===== src/pkg/irq_pkg.sv =====
// Package: constants and carriers for the vectored interrupt logic
package irq_pkg;
    localparam logic [12:0] VEC_EXT     = 13'h0003;
    localparam logic [12:0] VEC_SERIAL  = 13'h0005;
    localparam logic [12:0] VEC_TIMER   = 13'h0007;
    localparam logic [1:0]  PC_BANK_ZERO = 2'h0;
    localparam int          PSW_RBS_BIT = 4;
    localparam int          PSW_AC_BIT  = 6;
    localparam int          PSW_CY_BIT  = 7;
    localparam int          LOW_NS      = 32;   // Input low above 4 periods at 8 ns
    localparam int          HIGH_NS     = 56;   // Input high at least 7 periods at 8 ns
    localparam int          CLK_NS      = 8;
    localparam int          LOW_CYCLES  = (LOW_NS + CLK_NS - 1) / CLK_NS;
    localparam int          HIGH_CYCLES = (HIGH_NS + CLK_NS - 1) / CLK_NS;
    localparam logic [3:0]  FILT_RESET  = 4'h0;
    localparam logic [7:0]  COUNTER_ALL_ONES = 8'hFF;

    // Instruction strobes from the core sequencer
    typedef struct packed {
        logic boundary;
        logic ext_irq_enable_instr;
        logic ext_irq_disable_instr;
        logic serial_irq_enable_instr;
        logic serial_irq_disable_instr;
        logic counter_irq_enable_instr;
        logic counter_irq_disable_instr;
        logic return_restore_instr;
        logic jump_if_tflag_set;
        logic jump_if_tflag_clear;
    } core_cmd_t;

    // Vectored call toward the core
    typedef struct packed {
        logic        take;
        logic [12:0] vector;
        logic [12:0] push_pc;
        logic [2:0]  push_psw;
    } call_t;
endpackage


===== src/verilog/sync_two.sv =====
// Two-stage synchroniser for one pin
`timescale 1ns/1ps
`default_nettype none
module sync_two (
    input  wire logic clk_sys,
    input  wire logic rst,
    input  wire logic pin,
    output logic      level
);
    logic stage1;
    logic next_stage1;
    logic next_level;

    // Next values
    always_comb begin
        next_stage1 = pin;
        next_level  = stage1;
    end

    // Register stages
    always_ff @(posedge clk_sys) begin
        if (rst) begin
            stage1 <= 1'b0;
            level  <= 1'b0;
        end else begin
            stage1 <= next_stage1;
            level  <= next_level;
        end
    end
endmodule
`default_nettype wire


===== src/verilog/edge_filter.sv =====
// Digital filter and rising edge detector for one input
`timescale 1ns/1ps
`default_nettype none
module edge_filter #(
    parameter int LOW_MIN  = 4,
    parameter int HIGH_MIN = 7
) (
    input  wire logic clk_sys,
    input  wire logic rst,
    input  wire logic level,
    output logic      rise
);
    logic [3:0] count;
    logic       armed;
    logic [3:0] next_count;
    logic       next_armed;

    // Count stable level; arm after low, fire after high
    always_comb begin
        next_count = count;
        next_armed = armed;
        rise       = 1'b0;
        if (!level) begin
            next_count = (armed || count == 4'(LOW_MIN)) ? count : count + 4'h1;
            if (count == 4'(LOW_MIN))
                next_armed = 1'b1;
            if (armed)
                next_count = irq_pkg::FILT_RESET;
        end else if (armed) begin
            next_count = count + 4'h1;
            if (count == 4'(HIGH_MIN - 1)) begin
                rise       = 1'b1;
                next_armed = 1'b0;
                next_count = irq_pkg::FILT_RESET;
            end
        end else begin
            next_count = irq_pkg::FILT_RESET;
        end
    end

    // Register filter state
    always_ff @(posedge clk_sys) begin
        if (rst) begin
            count <= irq_pkg::FILT_RESET;
            armed <= 1'b0;
        end else begin
            count <= next_count;
            armed <= next_armed;
        end
    end
endmodule
`default_nettype wire


===== src/verilog/vectored_irq.sv =====
// Single-level vectored interrupt logic
// How it works
// - Enabled external rising edge calls vector 3 after current instruction.
// - Enabled serial request calls vector 5.
// - Counter overflow calls vector 7 only while timer interrupt enabled.
// - Call pushes full program counter and status bits 4, 6, 7.
// - One level: later requests latch, serviced only after return-restore.
// - After return-restore execution resumes in main program first.
// - Priority: external, then serial, then timer.
// - Counter preset to all ones plus enable gives edge call at vector 7.
// - External disable clears edge latch and external flag.
// - Timer overflow flag cleared only by flag jumps or reset.
// - Timer interrupt flag set on overflow only while enabled.
// - Idle exits on a request from any enabled source.
// - Serial enable and disable instructions steer serial interrupt logic.
// - Disabled serial still shows pending bit; no vectored call.
// - Every external rising edge is captured whatever the enable, except one in the same cycle as an external disable instruction.
// - Pending-not bit reads zero while serial request pending.
// - Reset disables external, timer and serial interrupts.
// - Top two program counter bits forced zero inside routine.
`timescale 1ns/1ps
`default_nettype none
module vectored_irq (
    input  wire logic              clk_sys,
    input  wire logic              rst,
    input  wire logic              ext_irq_input,
    input  wire irq_pkg::core_cmd_t cmd,
    input  wire logic              serial_pending,
    input  wire logic              counter_overflow,
    input  wire logic              idle,
    input  wire logic [12:0]       pc,
    input  wire logic [7:0]        program_status_word,
    output var irq_pkg::call_t     call,
    output logic                   pending_not,
    output logic                   timer_overflow_flag,
    output logic                   jump_tflag_taken,
    output logic                   in_progress,
    output logic [1:0]             pc_high_mask,
    output logic                   idle_exit
);
    // ****************************************
    // Input capture
    // ****************************************
    logic ext_level;
    logic ext_rise;

    sync_two u_sync (
        .clk_sys (clk_sys),
        .rst     (rst),
        .pin     (ext_irq_input),
        .level   (ext_level)
    );

    edge_filter #(
        .LOW_MIN  (irq_pkg::LOW_CYCLES),
        .HIGH_MIN (irq_pkg::HIGH_CYCLES)
    ) u_filt (
        .clk_sys (clk_sys),
        .rst     (rst),
        .level   (ext_level),
        .rise    (ext_rise)
    );

    // ****************************************
    // Enables and flags
    // ****************************************
    logic ext_en;
    logic serial_en;
    logic timer_en;
    logic ext_latch;
    logic timer_irq_flag;
    logic next_ext_en;
    logic next_serial_en;
    logic next_timer_en;
    logic next_ext_latch;
    logic next_timer_irq_flag;
    logic next_tflag;
    logic next_in_progress;
    logic take_ext;
    logic take_serial;
    logic take_timer;
    logic any_take;

    // Arbitration at instruction boundaries
    always_comb begin
        any_take    = cmd.boundary && !in_progress && !cmd.return_restore_instr;
        take_ext    = any_take && ext_en && ext_latch && !cmd.ext_irq_disable_instr;
        take_serial = any_take && !take_ext && serial_en && serial_pending;
        take_timer  = any_take && !take_ext && !take_serial && timer_irq_flag;
    end

    // Next flag values
    always_comb begin
        next_ext_en         = ext_en;
        next_serial_en      = serial_en;
        next_timer_en       = timer_en;
        next_ext_latch      = ext_latch;
        next_timer_irq_flag = timer_irq_flag;
        next_tflag          = timer_overflow_flag;
        next_in_progress    = in_progress;
        if (cmd.ext_irq_enable_instr)
            next_ext_en = 1'b1;
        if (cmd.ext_irq_disable_instr)
            next_ext_en = 1'b0;
        if (cmd.serial_irq_enable_instr)
            next_serial_en = 1'b1;
        if (cmd.serial_irq_disable_instr)
            next_serial_en = 1'b0;
        if (cmd.counter_irq_enable_instr)
            next_timer_en = 1'b1;
        if (cmd.counter_irq_disable_instr)
            next_timer_en = 1'b0;
        // Accepted source latch cleared on call
        if (take_ext)
            next_ext_latch = 1'b0;
        if (take_timer)
            next_timer_irq_flag = 1'b0;
        // Disable wipes pending external request
        if (cmd.ext_irq_disable_instr)
            next_ext_latch = 1'b0;
        // Edge capture wins over call clear, not over disable
        if (ext_rise && !cmd.ext_irq_disable_instr)
            next_ext_latch = 1'b1;
        if (!timer_en)
            next_timer_irq_flag = 1'b0;
        if (counter_overflow && timer_en)
            next_timer_irq_flag = 1'b1;
        // Overflow flag: only jumps clear it, set wins
        if (cmd.jump_if_tflag_set || cmd.jump_if_tflag_clear)
            next_tflag = 1'b0;
        if (counter_overflow)
            next_tflag = 1'b1;
        if (cmd.return_restore_instr)
            next_in_progress = 1'b0;
        if (take_ext || take_serial || take_timer)
            next_in_progress = 1'b1;
    end

    // Register flags
    always_ff @(posedge clk_sys) begin
        if (rst) begin
            ext_en              <= 1'b0;
            serial_en           <= 1'b0;
            timer_en            <= 1'b0;
            ext_latch           <= 1'b0;
            timer_irq_flag      <= 1'b0;
            timer_overflow_flag <= 1'b0;
            in_progress         <= 1'b0;
        end else begin
            ext_en              <= next_ext_en;
            serial_en           <= next_serial_en;
            timer_en            <= next_timer_en;
            ext_latch           <= next_ext_latch;
            timer_irq_flag      <= next_timer_irq_flag;
            timer_overflow_flag <= next_tflag;
            in_progress         <= next_in_progress;
        end
    end

    // ****************************************
    // Call and status outputs
    // ****************************************
    irq_pkg::call_t next_call;
    logic           next_jump_taken;
    logic           next_idle_exit;

    // Build the call record
    always_comb begin
        next_call          = '0;
        next_call.take     = take_ext || take_serial || take_timer;
        next_call.push_pc  = pc;
        next_call.push_psw = {program_status_word[irq_pkg::PSW_CY_BIT],
                              program_status_word[irq_pkg::PSW_AC_BIT],
                              program_status_word[irq_pkg::PSW_RBS_BIT]};
        if (take_ext)
            next_call.vector = irq_pkg::VEC_EXT;
        else if (take_serial)
            next_call.vector = irq_pkg::VEC_SERIAL;
        else if (take_timer)
            next_call.vector = irq_pkg::VEC_TIMER;
        next_jump_taken = cmd.jump_if_tflag_set ? timer_overflow_flag
                        : (cmd.jump_if_tflag_clear && !timer_overflow_flag);
        next_idle_exit  = idle && ((ext_en && ext_latch) || (serial_en && serial_pending)
                        || timer_irq_flag);
    end

    // Register outputs
    always_ff @(posedge clk_sys) begin
        if (rst) begin
            call             <= '0;
            jump_tflag_taken <= 1'b0;
            idle_exit        <= 1'b0;
        end else begin
            call             <= next_call;
            jump_tflag_taken <= next_jump_taken;
            idle_exit        <= next_idle_exit;
        end
    end

    // Status bit and bank forcing
    assign pending_not  = !serial_pending;
    assign pc_high_mask = in_progress ? irq_pkg::PC_BANK_ZERO : 2'h3;
endmodule
`default_nettype wire


===== config.mk =====
export PLATFORM = sky130hd
export DESIGN_NAME = vectored_irq
export DESIGN_NICKNAME = d
export VERILOG_FILES = /design/src/pkg/irq_pkg.sv /design/src/verilog/sync_two.sv /design/src/verilog/edge_filter.sv /design/src/verilog/vectored_irq.sv
export SDC_FILE = /design/constraint.sdc
export NUM_CORES = 1
export LEC_CHECK = 0
export ABC_AREA = 1
export BUFFER_PORTS_ARGS = -buffer_cell sky130_fd_sc_hd__buf_2
export CORE_MARGIN = 5
export CORE_UTILIZATION = 47
export CTS_CLUSTER_DIAMETER = 60
export CTS_CLUSTER_SIZE = 14
export DETAILED_ROUTE_END_ITERATION = 16
export PLACE_DENSITY_LB_ADDON = 0.08
export SLEW_MARGIN = 20
export SYNTH_ARGS = -nofsm -noshare
export SYNTH_HDL_FRONTEND = slang
export SYNTH_SLANG_ARGS = --single-unit
export TNS_END_PERCENT = 50

===== constraint.sdc =====
create_clock -name clk_sys -period 2.6 [get_ports clk_sys]
set_input_delay 0.52 -clock clk_sys [delete_from_list [all_inputs] [get_ports clk_sys]]
set_output_delay 0.52 -clock clk_sys [all_outputs]
set_load 0.03 [all_outputs]

==> results of run 1 <==
## registers in the layout, indices dropped and copies added, names as in the netlist
name                 flops
u_sync.level             1
in_progress              1
idle_exit                1
u_filt.armed             1
ext_latch                1
jump_tflag_taken         1
u_sync.next_level        1
timer_irq_flag           1
serial_en                1
call                    20
timer_en                 1
u_filt.count             4
ext_en                   1
timer_overflow_flag      1
## final cells by class
type	instances	area [um2]	share of cell area [%]
Sequential cell	36	720.7	42.57
Multi-Input combinational cell	91	449.2	26.53
Inverter	34	127.6	7.539
Tap cell	31	38.79	2.291
Clock buffer	8	58.81	3.474
Timing Repair Buffer	59	297.8	17.59
## worst max-delay path: stages (launching register included)
cell	delay, ps
dfxtp_1	330
inv_1	90
buf_2	200
## how the worst max path moves through the flow
stage,end,cells past startpoint
3_3_place_gp,pending_not,3
3_5_place_dp,pending_not,3
2_1_floorplan,pc_high_mask[1],2
6_report,pc_high_mask[1],2
5_1_grt,pc_high_mask[0],2
4_1_cts,pc_high_mask[1],2
## power groups by stage
stage               Combinational, mW  Clock [mW]  Sequential (mW)
floorplan                       0.102           0            0.640
CTS                             0.178       0.316            0.597
global route                    0.197       0.342            0.601
detailed placement              0.177           0            0.609
finish                          0.176       0.300            0.597
global placement                0.172           0            0.609
## synth_stat cells (all sizes together)
cell type	number
a21oi	6
xor2	2
nor2	28
inv	34
dfxtp	36
conb	1
nand3b	1
o211ai	2
nor3	4
nor2b	1
buf	14
nand2	19
nand4	1
nand3	9
ha	3
o21ai	5
## logic make-up after synthesis
| family | share of synthesized area, % |
|---|---|
| AO/OA/AOI/OAI | 5.687 |
| adder cells (fa/ha/maj) | 2.753 |
| buffers and inverters | 16.70 |
| other | 0.2750 |
| XOR/XNOR | 1.285 |
| flip-flops | 52.84 |
| AND/OR/NAND/NOR | 20.46 |
## metal layers
metal	part of all wire, %	vias up	routed length [um]
met5	0	-	0
li1	-	596	-
met3	12	2	311
met4	0.61	0	16
met1	38	473	1000
met2	49	46	1282
## stage by stage
step                      setup WS (ps)  power, mW
after global routing               1052      1.140
after CTS                          1111      1.091
after floorplan                    1101     0.7426
after global placement             1235     0.7803
final                              1142      1.072
after detailed placement           1220     0.7868
==> flow_summary.yaml, run 1 <==
power:
  worst_vdd_drop_mv: 0.5002
  power.combinational.fraction_pct: 16.4
  swShare_pct: 27.89
  p_leak_nw: 0.9783
  pwr-share-seq_pct: 55.6
  power.net_switching_mw: 0.2990
  share_clk_of_total_power_pct: 27.9
  p_int_mw: 0.7732
  power_density_nw_per_um2: 633.4
global_routing:
  grt_util_all_layers_pct: 13.70
  grt.met1_usage_pct: 14.25
  grt_pass1_vias: 1096
  grt_util_met3_pct: 5.779
  initial_antenna_violation_count: 0
  maximum_number_of_pins_on_one_net_before_global_route_repair: 24
  top_usage_layer: "met2"
  use_met2_pct: 23.74
  grt_pass1_wl_um: 4505
  globalRoute.totalOverflow: 0
worst_setup_path:
  endpoint_kind: "output pin"
  critical_path.startpoint_type: "flip-flop"
  timing.setup.critical_path_class: "reg2out"
  worstPathArrival_ps: 940
  worstSetupStartpoint: "in_progress"
  worst-r2r-cell-count: 7
  crit-reg2reg-capture: "u_filt.count[1]"
  worstReg2RegStart: "u_filt.count[0]"
  worst_path_max_fanout: 4
  ff2ff_setup_slack_ps: 1360
  data_required_time_at_the_worst_endpoint_ps: 2080
finish:
  share_of_post_route_cells_with_drive_strength_above_1_pct: 30.70
  finish.net_count: 267
  areaGrowthSynthToFinish_pct: 24.13
  layout_commonest_cell: "buf_2"
  mostFrequentLayoutCells: "58 x buf_2, 36 x dfxtp_1, 34 x inv_1"
  antenna_cells: 0
  fin_cells: 259
  filler_cell_count: 266
  summed_area_of_non_filler_cells_in_the_final_layout_um2: 1693
  final_core_utilization_pct: 61.39
routing:
  post-route-drc-count: 0
  detailedRoute.firstPassIterationCount: 4
  viasPerCell: 4.313
  dr.first_iter.drc_count: 31
  wire_per_inst_um: 10.08
  routed-via-count: 1117
  route.antenna.remaining_nets: 0
  routed_wl_um: 2610
synth:
  post_synth_inst_count: 166
  ys_warn_count: 0
  yosysUniqueCellTypes: 21
  post_synthesis_cell_type_with_the_largest_combined_area: "dfxtp_1"
  synth.yosys.seq_area_share_pct: 52.84
  post_synth_instance_area_um2: 1364
  synth.top_cells.by_area: "dfxtp_1 53%, inv_1 9.4%, nor2_1 7.7%"
  post_synth.cell_area_avg_um2: 8.216
  ys_seq_elements: 36
  yosys.area.top_type_share_pct: 52.84
floorplan:
  num_rows: 19
  die_w_um: 63.87
  dieArea_um2: 4079
  placeableCoreArea_um2: 2758
  initial_core_util_pct: 49.46
  die_h_um: 63.87
  io-pin-count: 74
clock_tree:
  cts.path.max_buffers: 2
  cts.sinks: 36
  ctsResizeCount: 0
  tritoncts: "yes"
  ctsHoldBuffers: 0
  worst_setup_hold_path_clk_slew_ps: 100
  insertion_delay_ps: 320
  cts-buffers-inserted: 5
  clock-root-buffer: "clkbuf_4"
  cts_post_setup_buffers_inserted: 0
  cts_htree_levels: 2
timing:
  timing.fmax_mhz: 685.9
  report.final.slew_viol_count: 0
  grt_setup_unrepaired: "no"
  finalCriticalPeriod_ps: 1458
  final.hold.worst_slack_ps: 343.3
  layout_worst_path_cycle_share_pct: 56.07
  final.setup.tns_ps: 0
  final-hold-violation-count: 0
  final_clock_skew_ps: 2.100
  setup_viol: 0
hold_path:
  hold_start: "cmd[3]"
  worstHoldPathCells: 2
  worst_hold_path.endpoint: "timer_en"
  worst_hold_path_type: "in2reg"
outcome:
  status: "completed"
placement:
  detailedPlacementHpwl_um: 2104
  placed_cells_incl_taps: 251
  io_buffer_count: 58
  post_dp_cell_area_um2: 1634
  gpl.final_weighted_congestion: 0.7736
job:
  maximum_capacitance_violations: 0
(Power assumes the default switching activity.)
==> run 2: changes to the inputs <==
CORE_UTILIZATION = 43   (was 47)
clock period = 1.5 ns   (was 2.6 ns; I/O delays follow)
==> run 2 against run 1 <==
Effect of this change: clock skew increased by 5.5 ps; cell area increased by 0.22%; count of clock-buffer cells in the layout decreased by 2; final cell count increased by 4.6%; power increased by 68%; non-clock buffer count unchanged; register-to-register slack got worse by 1100 ps; core utilization decreased by 5.8 points; via count increased by 0.36%; critical path type unchanged; critical endpoint unchanged.
==> flow_summary.yaml, run 2 (synthesis gave the netlist of run 1 again) <==
outcome:
  status: "completed"
global_routing:
  maximum_number_of_pins_on_one_net_before_global_route_repair: 24
  initial_antenna_violation_count: 0
  globalRoute.totalOverflow: 0
  grt_pass1_vias: 1052
  grt_pass1_wl_um: 4174
  grt_util_all_layers_pct: 12.69
finish:
  mostFrequentLayoutCells: "58 x buf_2, 36 x dfxtp_1, 34 x inv_1"
  area.sequential_um2: 720.7
  largest_reg_flops: 20
  layout_commonest_cell: "buf_2"
  finish.net_count: 267
  antenna_cells: 0
  share_of_post_route_cells_with_drive_strength_above_1_pct: 30.84
  multi_input_area_um2: 449.2
  max_flop_register: "call"
  summed_area_of_non_filler_cells_in_the_final_layout_um2: 1697
  reg_top3: "call (20), u_filt.count (4)"
  filler_cell_count: 317
  areaGrowthSynthToFinish_pct: 24.40
  fin_cells: 271
timing:
  final.setup.tns_ps: 0
  final_clock_skew_ps: 7.622
  report.final.slew_viol_count: 0
  final.hold.worst_slack_ps: 118.4
  timing.fmax_mhz: 801.5
  finalCriticalPeriod_ps: 1248
  setup_viol: 0
  layout_worst_path_cycle_share_pct: 83.18
  grt_setup_unrepaired: "no"
  final-hold-violation-count: 0
  final_critical_path_setup_slack_ps: 252.3
placement:
  detailedPlacementHpwl_um: 2074
  post_dp_cell_area_um2: 1650
  preCtsSetupSlack_ps: 302.8
  placed_cells_incl_taps: 264
  io_buffer_count: 58
  gpl.final_weighted_congestion: 0.7339
worst_setup_path:
  worst_path_max_fanout: 4
  timing.setup.critical_path_class: "reg2out"
  data_required_time_at_the_worst_endpoint_ps: 1200
  worstPathArrival_ps: 950
  critical_path.startpoint_type: "flip-flop"
  endpoint_kind: "output pin"
clock_tree:
  worst_setup_hold_path_clk_slew_ps: 100
  ctsResizeCount: 0
  cts.sinks: 36
  cts_post_setup_buffers_inserted: 0
  clock-root-buffer: "clkbuf_4"
  tritoncts: "yes"
  insertion_delay_ps: 330
  cts.path.max_buffers: 2
  cts_htree_levels: 2
  ctsHoldBuffers: 0
  cts-buffers-inserted: 5
power:
  power.net_switching_mw: 0.5237
  swShare_pct: 29.01
  power_density_nw_per_um2: 1064
  pwr-share-seq_pct: 57.3
  power.combinational.fraction_pct: 16.8
  share_clk_of_total_power_pct: 25.9
  p_leak_nw: 0.9738
  worst_vdd_drop_mv: 0.6502
  p_int_mw: 1.281
routing:
  post-route-drc-count: 0
  met2WireLength_um: 1141
  route.antenna.remaining_nets: 0
  routed-via-count: 1121
  route.top_layer_used: "met4"
  detailedRoute.firstPassIterationCount: 4
  detail_route.wirelength.met1_um: 1056
  routed_wl_um: 2584
  wl_met3_um: 339
  wire_per_inst_um: 9.535
  viasPerCell: 4.137
  dr.first_iter.drc_count: 22
floorplan:
  dieArea_um2: 4398
  die_h_um: 66.32
  placeableCoreArea_um2: 3053
  io-pin-count: 74
  num_rows: 20
  die_w_um: 66.32
  initial_core_util_pct: 44.67
hold_path:
  worst_hold_path_type: "in2reg"
job:
  maximum_capacitance_violations: 0
run 2: cell count changes in the layout (fill, tap and decap cells not counted), sizes merged:
cell / before / now
clkbuf: 8 / 6
clkinv: 0 / 1
run 2: power groups by stage:
| stage | Sequential [mW] | Combinational, mW | Clock, mW |
|---|---|---|---|
| final | 1.03 | 0.303 | 0.467 |
| after floorplan | 1.11 | 0.177 | 0 |
| after CTS | 1.03 | 0.306 | 0.486 |
| after global placement | 1.06 | 0.299 | 0 |
| after global routing | 1.04 | 0.337 | 0.546 |
| after detailed placement | 1.06 | 0.305 | 0 |
run 2: through the flow:
step	util (%)	power, mW
after floorplan	-	1.287
after global placement	54.06	1.354
after detailed placement	54.06	1.361
after CTS	55.57	1.827
after global routing	55.57	1.924
final	55.57	1.805
run 2: worst max-delay path, stage by stage, from the launching register on:
cell and delay, ps:
dfxtp_1 330, inv_1 90, buf_2 200
run 2: final timing paths:
path	to	slack, ps	startpoint	cells after the start
worst min register to register	u_sync.level	410	u_sync.next_level	2
worst max register to register	u_filt.count[1]	260	u_filt.count[0]	7
worst min-delay path	timer_en	120	cmd[3]	2
worst max-delay path	pc_high_mask[1]	250	in_progress	2
run 2: final cells by class:
type,count,share of cell area [%]
Sequential cell,36,42.48
Multi-Input combinational cell,91,26.47
Timing Repair Buffer,59,17.55
Inverter,34,7.522
Tap cell,44,3.245
Clock buffer,6,2.434
Clock inverter,1,0.2950
run 2: layer usage:
| metal | GRT usage [%] | vias up |
|---|---|---|
| met5 | 0 | - |
| met2 | 20.20 | 48 |
| li1 | - | 595 |
| met4 | 6.853 | 0 |
| met3 | 7.143 | 7 |
| met1 | 13.13 | 471 |
==> run 3: changes to the inputs <==
CORE_UTILIZATION = 39   (was 43)
clock period = 1.1 ns   (was 1.5 ns; I/O delays follow)
==> run 3 against run 2 <==
Effect of this change: the run now ends with setup timing left; die area is 8.7% higher; hold slack worse by 78 ps; combinational power up 72%; first-iteration DRC count increased by 73%; power is 48% higher; wire length grew 12%; clock skew grew 2.6 ps; cell area increased by 12%; sequential share of layout area down 4.3 points; via count is 2.5% higher; final cell count grew 3.7%; critical path type is now reg2reg; critical endpoint is now u_filt.count[1]; largest power group unchanged; highest routed layer unchanged.
==> flow_summary.yaml, run 3 (synthesis gave the netlist of run 1 again) <==
timing:
  final_critical_path_setup_slack_ps: -28.10
  report.final.slew_viol_count: 0
  timing.fmax_mhz: 886.4
  setup_viol: 4
  layout_worst_path_cycle_share_pct: 102.6
  final-hold-violation-count: 0
  final.setup.tns_ps: -90.90
  grt_setup_unrepaired: "yes"
  final_clock_skew_ps: 10.24
  finalCriticalPeriod_ps: 1128
power:
  swShare_pct: 28.78
  power_density_nw_per_um2: 1404
  pwr-share-seq_pct: 53.4
  p_leak_nw: 1.029
  p_int_mw: 1.902
  worst_vdd_drop_mv: 0.7995
  share_clk_of_total_power_pct: 27.1
  power.net_switching_mw: 0.7684
  design_power_mw: 2.670
  power.combinational.fraction_pct: 19.5
clock_tree:
  cts.path.max_buffers: 2
  worst_setup_hold_path_clk_slew_ps: 110
  cts.sinks: 36
  clock-root-buffer: "clkbuf_4"
  cts_htree_levels: 2
  insertion_delay_ps: 330
  ctsHoldBuffers: 0
  cts-buffers-inserted: 5
  tritoncts: "yes"
worst_setup_path:
  critical-path-top-delay-family: "simple AND/OR/NAND/NOR gates"
  wp_depth: 7
  crit-reg2reg-capture: "u_filt.count[1]"
  worst_path_max_fanout: 4
  ff2ff_setup_slack_ps: -30
  slowest_stage: "dfxtp_2"
  worstReg2RegStart: "u_filt.count[0]"
  endpoint_kind: "flip-flop"
  timing.setup.critical_path_class: "reg2reg"
  data_required_time_at_the_worst_endpoint_ps: 1320
  worst_setup_path_endpoint: "u_filt.count[1]"
  timing.critical_path.slowest_cell_delay_ps: 350
  worst-r2r-cell-count: 7
  critical_path.startpoint_type: "flip-flop"
  worstPathArrival_ps: 1340
  worstPathCellList: "inv_4 -> ha_4 -> nand3_4 -> nor2b_4 -> nand2_1 -> o21ai_1 -> nor2_1"
  worstSetupStartpoint: "u_filt.count[0]"
  critPathBufInv: 1
hold_path:
  worst_hold_path_type: "in2reg"
floorplan:
  die_h_um: 69.14
  placeableCoreArea_um2: 3363
  num_rows: 21
  initial_core_util_pct: 40.55
  dieArea_um2: 4780
  io-pin-count: 74
  die_w_um: 69.14
finish:
  layout_commonest_cell: "buf_2"
  finish.net_count: 274
  antenna_cells: 0
  max_flop_register: "call"
  reg_top3: "call (20), u_filt.count (4)"
  mostFrequentLayoutCells: "39 x buf_2, 32 x dfxtp_1, 31 x inv_1"
  fin_cells: 281
  largest_reg_flops: 20
  areaGrowthSynthToFinish_pct: 39.45
  final_core_utilization_pct: 56.55
  share_of_post_route_cells_with_drive_strength_above_1_pct: 39.15
  filler_cell_count: 327
job:
  maximum_capacitance_violations: 0
global_routing:
  grt_util_all_layers_pct: 11.63
  maximum_number_of_pins_on_one_net_before_global_route_repair: 24
  initial_antenna_violation_count: 0
  globalRoute.totalOverflow: 0
  grt_pass1_vias: 1102
  grt_pass1_wl_um: 4540
outcome:
  violations: "setup timing"
  status: "complete, but fails checks"
routing:
  detailedRoute.firstPassIterationCount: 2
  wire_per_inst_um: 10.27
  post-route-drc-count: 0
  routed-via-count: 1149
  dr.first_iter.drc_count: 38
  routed_wl_um: 2887
  route.antenna.remaining_nets: 0
  viasPerCell: 4.089
placement:
  io_buffer_count: 58
  gpl.final_weighted_congestion: 0.7154
  placed_cells_incl_taps: 269
  detailedPlacementHpwl_um: 2161
[run 3: cell types whose count changed in the layout (fill, tap and decap cells not counted), moves of 3 or more]
cell,before,now
inv_1,34,31
clkbuf_4,5,11
buf_2,58,39
buf_4,1,16
dfxtp_1,36,32
buf_6,0,5
dfxtp_2,0,4
[run 3: layout make-up]
cell class / instances / area, um2 / area share (%)
clock buffers: 7 / 55.05 / 2.895
clock inverters: 1 / 7.507 / 0.3947
inverters: 34 / 130.1 / 6.842
multi-input cells: 91 / 509.2 / 26.78
flip-flops and latches: 36 / 725.7 / 38.16
well taps: 46 / 57.56 / 3.026
repair buffers: 66 / 416.7 / 21.91
[run 3: timing repair]
action                     in CTS  in global routing
setup endpoints to repair       8                 28
buffers inserted                2                  2
pin swaps                       2                  6
resized for setup              18                 35
[run 3: worst min path at each step]
stage | to | start | cells after the start
finish | timer_en | cmd[3] | 2
global route | timer_en | cmd[3] | 2
CTS | timer_en | cmd[3] | 2
floorplan | serial_en | cmd[5] | 1
global placement | serial_en | cmd[5] | 2
detailed placement | serial_en | cmd[5] | 2
[run 3: metal layers]
layer / track usage (%) / up-vias / wire [um] / part of all wire (%)
li1: - / 612 / - / -
met1: 11.08 / 488 / 1047 / 36
met2: 20.76 / 44 / 1517 / 53
met3: 6.686 / 5 / 286 / 9.9
met4: 3.905 / 0 / 35 / 1.2
met5: 0 / - / 0 / 0
[run 3: power groups by stage]
stage	Combinational (mW)	Sequential, mW	Clock [mW]
floorplan	0.241	1.51	0
global placement	0.431	1.44	0
detailed placement	0.442	1.44	0
CTS	0.484	1.42	0.766
global route	0.570	1.44	0.810
finish	0.520	1.43	0.725
[run 3: metrics by stage]
step	setup WS, ps	hold slack (ps)	instance area, um2
2_1_floorplan	-11.94	296.8	1399
3_3_place_gp	-22.94	384.3	1677
3_5_place_dp	-80.60	394.1	1677
4_1_cts	-22.54	17.04	1807
5_1_grt	-111.1	11.02	1902
6_report	-28.10	40.84	1902
[run 3: worst register-to-register path, delay by kind of cell, from the launching register on]
kind,cells,cell delay (ps)
DFF,1,350
and+or+nand+nor,4,370
buffers and inverters,1,80
adders and majority gates,1,140
AOI/OAI and AO/OA,1,80
